$ cat config.mk
export PLATFORM = sky130hd
export DESIGN_NAME = sbp_pin_function
export DESIGN_NICKNAME = d
export VERILOG_FILES = /design/src/sbp_pin_function.v
export VERILOG_INCLUDE_DIRS = /design/src
export SDC_FILE = /design/constraint.sdc
export NUM_CORES = 1
export LEC_CHECK = 0
export BUFFER_PORTS_ARGS = -buffer_cell sky130_fd_sc_hd__buf_2
export CORE_MARGIN = 4
export CORE_UTILIZATION = 47
export DETAILED_ROUTE_END_ITERATION = 10
export GPL_TIMING_DRIVEN = 0
export PLACE_DENSITY = 0.79
export SYNTH_ARGS = -nofsm -noshare
export SYNTH_HDL_FRONTEND = slang
export SYNTH_SLANG_ARGS = --single-unit
$ cat constraint.sdc
create_clock -name clk_sys_i -period 2.25 [get_ports clk_sys_i]
set_input_delay 0 -clock clk_sys_i [delete_from_list [all_inputs] [get_ports clk_sys_i]]
set_output_delay 0 -clock clk_sys_i [all_outputs]
set_load 0.005 [all_outputs]
$ cat src/sbp_defs.vh
`ifndef SBP_DEFS_VH
`define SBP_DEFS_VH
// clock generation figures
`define SBP_REF_CLK_HZ      32768
`define SBP_SYS_CLK_HZ      16580000
`define SBP_PLL_MULT        1012
`define SBP_PRE1_DIV        2'h1
`define SBP_PRE2_DIV        2'h1
// boot port width encoding
`define SBP_WIDTH_8         1'h0
`define SBP_WIDTH_16        1'h1
// port select reset values: 1 = dedicated function
`define SBP_A0_SEL_RST      1'h1
`define SBP_AHI_SEL_RST     4'hF
`define SBP_CLOCK_OUT_PIN_SEL_RST    1'h0
`define SBP_PE3_SEL_RST     1'h0
// debug status bit positions
`define SBP_DBG_BRK0        0
`define SBP_DBG_BRK1        1
`define SBP_DBG_PIN         2
`define SBP_DBG_W           3
`endif

$ cat src/sbp_pin_function.v
`include "sbp_defs.vh"

////////////////////////////////////////////////////////////////////////////////
module sbp_pin_function #(
    parameter PLL_MULT = 1012
) (
    // clock and reset
    input  wire        clk_sys_i,
    input  wire        rst_n_i,
    input  wire        sw_reset_active_i,
    // reference clock
    input  wire        ref_clk_i,
    output reg         system_clock_en_o,
    // bus cycle from core
    input  wire        cyc_valid_i,
    input  wire        cyc_read_i,
    input  wire        cyc_dram_i,
    input  wire        cyc_refresh_i,
    input  wire        cyc_secondary_i,
    input  wire        cyc_ext_ack_i,
    input  wire        cyc_width16_i,
    input  wire [1:0]  cyc_byte_en_i,
    input  wire [23:0] cyc_addr_i,
    input  wire [15:0] cyc_dram_mux_address_i,
    input  wire        sleep_i,
    // configuration
    input  wire        static_ram_sixteen_mode_i,
    input  wire        dram_control_reg_en_i,
    input  wire        port_e_bit3_sel_i,
    input  wire        port_g_bit0_sel_i,
    input  wire        port_g_bit0_dir_i,
    input  wire        port_g_bit0_out_i,
    input  wire        a0_sel_we_i,
    input  wire        a0_sel_i,
    input  wire        ahi_sel_we_i,
    input  wire [3:0]  ahi_sel_i,
    input  wire        clock_out_we_i,
    input  wire        clock_out_sel_i,
    input  wire        pll_clock_out_en_i,
    input  wire        clock_generator_i,
    input  wire        narrow_bus_select_i,
    // pins in
    input  wire        bus_width_strap_i,
    input  wire [7:0]  port_d_pin_i,
    input  wire [7:0]  port_d_edge_mode_i,
    input  wire [7:0]  port_d_irq_en_i,
    input  wire        irq_level5_pin_i,
    input  wire        irq_level5_en_i,
    input  wire        irq_level5_high_i,
    input  wire        debug_irq_pin_n_i,
    input  wire [1:0]  debug_brk_i,
    input  wire        debug_status_wr_i,
    input  wire [2:0]  debug_status_wdata_i,
    input  wire        uart_ext_clock_i,
    // outputs
    output reg         boot_width16_o,
    output reg         transfer_ack_o,
    output reg         ack_pin_oe_o,
    output reg         ack_pin_out_o,
    output reg         lower_write_strobe_n_o,
    output reg         upper_write_strobe_n_o,
    output reg         byte_strobe_mode_o,
    output reg         dram_write_strobe_n_o,
    output reg         port_e_bit3_oe_o,
    output reg         uart_ext_clock_o,
    output reg         output_enable_n_o,
    output reg  [23:0] addr_o,
    output reg         a0_is_addr_o,
    output reg  [3:0]  ahi_is_addr_o,
    output reg         data_pullup_o,
    output reg         port_a_gpio_ok_o,
    output reg         clock_out_pin_o,
    output reg         clock_out_oe_o,
    output reg  [7:0]  port_d_irq_o,
    output reg  [7:0]  port_d_pullup_o,
    output reg         irq_level5_o,
    output reg  [2:0]  debug_status_reg_o,
    output reg         debug_irq_flag_o
);

////////////////////////////////////////////////////////////////////////////////
// synchronisers for pins; reset to the idle-high level so that the
// edge detectors behind them see no false edge after reset
reg  [11:0] sync1_q;
reg  [11:0] sync2_q;
wire [11:0] pins_raw = {port_d_pin_i, irq_level5_pin_i,
                        debug_irq_pin_n_i, uart_ext_clock_i, ref_clk_i};

always @(posedge clk_sys_i or negedge rst_n_i) begin
    if (!rst_n_i) begin
        sync1_q <= 12'hFFF;
        sync2_q <= 12'hFFF;
    end else begin
        sync1_q <= pins_raw;
        sync2_q <= sync1_q;
    end
end

////////////////////////////////////////////////////////////////////////////////
// strap synchroniser has no reset: the strap must be followed while reset
// is still low, so the level at the release edge is ready at the first edge
reg         strap_sync1_q;
reg         strap_sync2_q;

always @(posedge clk_sys_i) begin
    strap_sync1_q <= bus_width_strap_i;
    strap_sync2_q <= strap_sync1_q;
end

wire       strap_s   = strap_sync2_q;
wire [7:0] port_d_s  = sync2_q[11:4];
wire       irq_level5_pin_s    = sync2_q[3];
wire       dbg_n_s   = sync2_q[2];
wire       uart_ext_clock_s    = sync2_q[1];
wire       ref_s     = sync2_q[0];

////////////////////////////////////////////////////////////////////////////////
// reset-release tracking; sw_rst_q is cleared with rst_seen_q, so software reset never masks the strap capture
reg        rst_seen_q;
reg        sw_rst_q;

always @(posedge clk_sys_i or negedge rst_n_i) begin
    if (!rst_n_i) begin
        rst_seen_q <= 1'h0;
        sw_rst_q   <= 1'h0;
    end else begin
        rst_seen_q <= 1'h1;
        sw_rst_q   <= sw_reset_active_i;
    end
end

// strap caught at the first edge after release, not under async reset
always @(posedge clk_sys_i or negedge rst_n_i) begin
    if (!rst_n_i) begin
        boot_width16_o <= `SBP_WIDTH_8;
    end else if (!rst_seen_q && !sw_rst_q) begin
        boot_width16_o <= strap_s ? `SBP_WIDTH_16 : `SBP_WIDTH_8;
    end
end

////////////////////////////////////////////////////////////////////////////////
// system clock enable: reference edge counting approximates the pll ratio
reg        ref_d_q;
reg [10:0] pll_cnt_q;

always @(posedge clk_sys_i or negedge rst_n_i) begin
    if (!rst_n_i) begin
        ref_d_q           <= 1'h1;
        pll_cnt_q         <= 11'h000;
        system_clock_en_o <= 1'h0;
    end else begin
        ref_d_q <= ref_s;
        // a faster clock is not made here: one enable per reference edge
        // times multiplier limited by the 50 MHz host clock
        if (ref_s && !ref_d_q) begin
            pll_cnt_q <= PLL_MULT[10:0];
        end else if (pll_cnt_q != 11'h000) begin
            pll_cnt_q <= pll_cnt_q - 11'h001;
        end
        system_clock_en_o <= (pll_cnt_q != 11'h000);
    end
end

////////////////////////////////////////////////////////////////////////////////
// pin function selects
always @(posedge clk_sys_i or negedge rst_n_i) begin
    if (!rst_n_i) begin
        a0_is_addr_o  <= `SBP_A0_SEL_RST;
        ahi_is_addr_o <= `SBP_AHI_SEL_RST;
        clock_out_oe_o <= `SBP_CLOCK_OUT_PIN_SEL_RST;
    end else begin
        if (a0_sel_we_i) begin
            a0_is_addr_o <= a0_sel_i;
        end
        if (ahi_sel_we_i) begin
            ahi_is_addr_o <= ahi_sel_i;
        end
        if (clock_out_we_i) begin
            clock_out_oe_o <= clock_out_sel_i;
        end
    end
end

////////////////////////////////////////////////////////////////////////////////
// bus strobes, address and acknowledge
wire dram_we_sel = port_e_bit3_sel_i && dram_control_reg_en_i;
wire write_cyc   = cyc_valid_i && !cyc_read_i;
wire byte_cyc    = cyc_valid_i && cyc_secondary_i && static_ram_sixteen_mode_i;

// external acknowledge counts only while the pin is still the ack input
wire ack_pin_free = !port_g_bit0_sel_i;
wire ext_ack_seen = ack_pin_free && !strap_s;

// address next value; sleep keeps the last cycle's address on the pins
wire        addr_load = cyc_valid_i && !sleep_i;
wire [23:0] addr_d    = cyc_dram_i ?
                        {cyc_addr_i[23:17], cyc_dram_mux_address_i, cyc_addr_i[0]} :
                        cyc_addr_i;

////////////////////////////////////////////////////////////////////////////////
// strobe next values
reg lower_strobe_n_d;
reg upper_strobe_n_d;
reg byte_mode_d;

always @* begin
    lower_strobe_n_d = 1'h1;
    upper_strobe_n_d = 1'h1;
    byte_mode_d      = 1'h0;
    if (byte_cyc) begin
        // byte strobes qualify reads as well as writes
        byte_mode_d      = 1'h1;
        lower_strobe_n_d = !cyc_byte_en_i[0];
        upper_strobe_n_d = !cyc_byte_en_i[1];
    end else if (cyc_width16_i) begin
        lower_strobe_n_d = !(write_cyc && cyc_byte_en_i[0]);
        upper_strobe_n_d = !(write_cyc && cyc_byte_en_i[1]);
    end else begin
        // narrow port: only the upper strobe ever moves
        upper_strobe_n_d = !write_cyc;
    end
end

////////////////////////////////////////////////////////////////////////////////
// registered pin outputs

always @(posedge clk_sys_i or negedge rst_n_i) begin
    if (!rst_n_i) begin
        transfer_ack_o         <= 1'h0;
        ack_pin_oe_o           <= 1'h0;
        ack_pin_out_o          <= 1'h0;
        lower_write_strobe_n_o <= 1'h1;
        upper_write_strobe_n_o <= 1'h1;
        byte_strobe_mode_o     <= 1'h0;
        dram_write_strobe_n_o  <= 1'h1;
        port_e_bit3_oe_o       <= 1'h0;
        uart_ext_clock_o       <= 1'h0;
        output_enable_n_o      <= 1'h1;
        addr_o                 <= 24'h000000;
        data_pullup_o          <= 1'h0;
        port_a_gpio_ok_o       <= 1'h0;
        clock_out_pin_o        <= 1'h0;
    end else begin
        // pin stays acknowledge unless port g takes it as output/gpio
        ack_pin_oe_o  <= port_g_bit0_sel_i && port_g_bit0_dir_i;
        ack_pin_out_o <= port_g_bit0_out_i;
        transfer_ack_o <= cyc_valid_i && (!cyc_ext_ack_i || ext_ack_seen);
        byte_strobe_mode_o     <= byte_mode_d;
        lower_write_strobe_n_o <= lower_strobe_n_d;
        upper_write_strobe_n_o <= upper_strobe_n_d;
        dram_write_strobe_n_o <= !(dram_we_sel && write_cyc && cyc_dram_i &&
                                   !cyc_refresh_i);
        port_e_bit3_oe_o <= dram_we_sel;
        uart_ext_clock_o <= dram_we_sel ? 1'h0 : uart_ext_clock_s;
        output_enable_n_o <= !(cyc_valid_i && cyc_read_i);
        // sleep freezes the address at the last cycle's value
        if (addr_load) begin
            addr_o <= addr_d;
        end
        data_pullup_o    <= sleep_i;
        port_a_gpio_ok_o <= narrow_bus_select_i;
        clock_out_pin_o  <= clock_out_oe_o && pll_clock_out_en_i &&
                            clock_generator_i;
    end
end

////////////////////////////////////////////////////////////////////////////////
// interrupt pins
reg [7:0] port_d_d_q;
reg       dbg_d_q;

// edge mode: falling edge; level mode: low level
wire [7:0] port_d_fell  = port_d_d_q & ~port_d_s;
wire [7:0] port_d_irq_d = port_d_irq_en_i &
                          ((port_d_edge_mode_i & port_d_fell) |
                           (~port_d_edge_mode_i & ~port_d_s));

// set wins over a simultaneous write-one clear, so no event is lost
wire [2:0] dbg_clr_mask   = debug_status_wr_i ? debug_status_wdata_i : 3'h0;
wire       dbg_pin_fell   = dbg_d_q && !dbg_n_s;
wire [2:0] dbg_set        = {dbg_pin_fell, debug_brk_i};
wire [2:0] debug_status_d = (debug_status_reg_o & ~dbg_clr_mask) | dbg_set;

always @(posedge clk_sys_i or negedge rst_n_i) begin
    if (!rst_n_i) begin
        port_d_d_q         <= 8'hFF;
        dbg_d_q            <= 1'h1;
        port_d_irq_o       <= 8'h00;
        port_d_pullup_o    <= 8'hFF;
        irq_level5_o       <= 1'h0;
        debug_status_reg_o <= 3'h0;
        debug_irq_flag_o   <= 1'h0;
    end else begin
        port_d_d_q <= port_d_s;
        dbg_d_q    <= dbg_n_s;
        port_d_irq_o <= port_d_irq_d;
        port_d_pullup_o <= ~port_d_irq_en_i;
        irq_level5_o <= irq_level5_en_i &&
                        (irq_level5_pin_s == irq_level5_high_i);
        debug_status_reg_o <= debug_status_d;
        debug_irq_flag_o   <= |debug_status_d;
    end
end

endmodule // sbp_pin_function

==> impl_metrics.tcl <==
set metrics [dict create \
    post-place-ws_ps 354 \
    io_buffers 172 \
    numCtsBuffers 17 \
    post-route-period-util_pct 84.7 \
    die_h_um 101 \
    muxShareOfSynthArea_pct 9.29 \
    worstPathArrival_ps 2280 \
    pin_count 174 \
    ys_seq_area_share_pct 71.6 \
    synth.distinct_cells 43 \
    path_clk_slew_ps 50 \
    grt_pass1_wl_mm 18.2 \
    final_cell_mix "172 x buf_2, 113 x dlygate4sd3_1, 62 x dfrtp_1" \
    clock_path_buffers 2 \
    p_int_mw 4.32 \
    max-vdd-ir-drop_v 0.000535 \
    cap_viol_max_count 0 \
    slew_viol_final 0 \
    tns_ps 0 \
    cts_root_buffer "clkbuf_8" \
    p_leak_nw 3.27 \
    netlist_area_um2 4100 \
    dieWidth_um 101 \
    final_common_cell "buf_2" \
    worstReg2RegEnd "pll_cnt_q[1]$_DFFE_PN0P_" \
    first_iter_violations 65 \
    skew_ps 11.5 \
    hold_viol 0 \
    num_rows 33 \
    ant_nets 0 \
    avgSynthCellArea_um2 13.9 \
    viasPerCell 4.81 \
    slowest_delay_ps 530 \
    drt_pass1_iterations 4 \
    r2r_cells 4 \
    worst_pin_slew_ps 655 \
    seqPwrFrac_pct 42.6 \
    dp_hpwl_mm 6.57 \
    overflow 0 \
    path_cells "or4_4, buf_6, nor4_4, mux2_1" \
    synth_xor_area_share_pct 0.214 \
    wl_per_cell_um 15.5 \
    power.switching_mw 1.32 \
    cp_slowest_cell "or4_4" \
    coreArea_um2 8340 \
    critical_path.max_fanout 7 \
    synth_fa_ha_area_share_pct 0.306 \
    h-tree-depth 4 \
    switching_share_pct 23.5 \
    outcome "complete, no violations" \
    antenna_found_initial 1 \
    grt_usage_pct 22.9 \
    syn-num-nets 404 \
    layout-drive-gt1-share_pct 43.1 \
    grt_max_degree 71 \
    synth-compound-area-share_pct 6.14 \
    grt_pass1_vias 3901 \
    crit_type "reg -> reg" \
    start_util_pct 49.1 \
    cp_data_required_time_ps 2620 \
    min_period_ps 1910 \
    synth.ff_latch_count 115 \
    setup_slack_ps 344 \
    postCtsSetupBuffers 0 \
    reg2reg_from "pll_cnt_q[5]$_DFFE_PN0P_" \
    synth_top_family_by_area "simple AND/OR/NAND/NOR gates" \
    via_count 3456 \
    cts_tree "yes" \
    finalSetupViolations 0 \
    yosys_warnings 0 \
    r2r_slack_ps 340 \
    rsz0062_at_grt "false" \
    max_slew_margin_pct 55.7 \
    finalPower_mw 5.65 \
    dieArea_um2 10300 \
    wirelength_mm 11.1 \
    p_per_area_nw_per_um2 828 \
    synth_simple_gate_area_share_pct 9.41 \
    hold_class "in -> async" \
    pwr-share-clk_pct 44.1 \
    combPwrFrac_pct 13.2 \
    crit_path_start_kind "flip-flop" \
    clk_latency_ps 500 \
    clkSinkCount 115 \
    nFillCells 475 \
    synthToLayoutAreaGrowth_pct 66.5 \
    clock.fmax_ghz 0.525 \
    drcViolationCount 0 \
    gp_routability_congestion 0.859 \
    end_kind "flip-flop" \
    synthCells 295 \
    nNetsFinal 709 \
]
[how the worst max path moves through the flow]
stage	start	to	slack, ps	depth (start not counted)
final	pll_cnt_q[5]$_DFFE_PN0P_	pll_cnt_q[1]$_DFFE_PN0P_	340	4
after global routing	pll_cnt_q[5]$_DFFE_PN0P_	pll_cnt_q[1]$_DFFE_PN0P_	280	4
after CTS	pll_cnt_q[5]$_DFFE_PN0P_	pll_cnt_q[1]$_DFFE_PN0P_	340	4
after detailed placement	pll_cnt_q[5]$_DFFE_PN0P_	pll_cnt_q[1]$_DFFE_PN0P_	350	4
after global placement	rst_n_i	port_d_irq_o[0]$_DFF_PN0_	10	1
after floorplan	pll_cnt_q[5]$_DFFE_PN0P_	pll_cnt_q[1]$_DFFE_PN0P_	470	4
[repair_timing]
action,4_1_cts,5_1_grt
hold endpoints to repair,149,0
endpoints found under the setup margin,0,0
hold buffers,113,0
gates resized for setup,0,0
[per-stage QoR]
step / cells / utilization (%) / hold slack, ps / area (µm²)
floorplan: 295 / - / -296 / 4100
global placement: 572 / 61.0 / 104 / 5090
detailed placement: 573 / 61.4 / 42.2 / 5120
CTS: 718 / 81.7 / 49.9 / 6820
global route: 719 / 81.8 / 87.4 / 6820
finish: 719 / 81.8 / 48.4 / 6820
[critical path: cells and delay by family (launching register included)]
kind          cells  cell delay, ps
buf+inv           1             150
flops             1             440
mux               1             360
simple gates      2             830
[layer usage]
| layer | part of all wire, % | global-route usage [%] | wire (µm) |
|---|---|---|---|
| met1 | 37 | 25.1 | 4140 |
| met2 | 54 | 41.5 | 6010 |
| met3 | 6.4 | 7.51 | 714 |
| met4 | 2.4 | 7.57 | 272 |
| met5 | 0 | 0 | 0 |
[area by class of cell]
cell class / count / area, µm² / area share [%]
clock buffers: 26 / 532 / 7.80
inverters: 22 / 82.6 / 1.21
multi-input cells: 150 / 1040 / 15.3
diodes: 1 / 2.50 / 0.0367
clock inverters: 6 / 37.5 / 0.550
plain buffers: 8 / 38.8 / 0.569
repair buffers: 286 / 2020 / 29.6
well taps: 105 / 131 / 1.93
flip-flops and latches: 115 / 2930 / 43.0
[power groups by stage]
stage                     registers (mW)  logic, mW  clock network (mW)
after global placement              2.42      0.533                   0
final                               2.41      0.747                2.49
after detailed placement            2.43      0.562                   0
after global routing                2.43      0.829                2.64
after floorplan                     2.42      0.244                   0
after CTS                           2.40      0.734                2.52
[cells in the mapped netlist]
library cell | count | area [µm²]
dfrtp_1 | 62 | 1550
dfstp_2 | 51 | 1340
nand2_1 | 27 | 101
inv_1 | 22 | 82.6
mux2i_1 | 20 | 200
o21ai_1 | 18 | 90.1
mux2_1 | 9 | 101
a211oi_1 | 8 | 60.1
mux2_2 | 7 | 78.8
nor2_1 | 7 | 26.3
and2_1 | 6 | 37.5
clkbuf_1 | 5 | 18.8
nand2b_1 | 5 | 31.3
nor2b_1 | 5 | 31.3
nand3_1 | 4 | 20.0
a21o_1 | 3 | 22.5
or4_1 | 3 | 22.5
and3_1 | 2 | 12.5
dfxtp_1 | 2 | 40.0
nor4_1 | 2 | 12.5
o211ai_1 | 2 | 15.0
o21ai_0 | 2 | 10.0
o31ai_1 | 2 | 15.0
or3_1 | 2 | 12.5
a311oi_1 | 1 | 8.76
a31oi_1 | 1 | 6.26
a41oi_1 | 1 | 8.76
buf_1 | 1 | 3.75
buf_2 | 1 | 5.00
buf_6 | 1 | 11.3
conb_1 | 1 | 3.75
ha_1 | 1 | 12.5
nand4_1 | 1 | 6.26
nand4b_1 | 1 | 8.76
nor3_1 | 1 | 5.00
nor4_4 | 1 | 21.3
nor4b_1 | 1 | 8.76
o2111ai_1 | 1 | 8.76
o22ai_1 | 1 | 6.26
or2_2 | 1 | 6.26
or4_4 | 1 | 11.3
or4b_1 | 1 | 10.0
xnor2_1 | 1 | 8.76
[flip-flops by register name, summed over array words and instances (netlist names), 3 cells and up]
register / flops
port_d_irq_o: 8
addr_o: 24
sync2_q: 12
port_d_pullup_o: 8
sync1_q: 12
ahi_is_addr_o: 4
pll_cnt_q: 11
port_d_d_q: 8
debug_status_reg_o: 3
[logic make-up after synthesis]
kind of cell	count (synthesis)
AOI/OAI and AO/OA	40
xor gates and xnor gates	1
adders and majority gates	1
buffers and inverters	30
DFF	115
muxes	36
other	1
and+or+nand+nor	71
(Power assumes the default switching activity.)
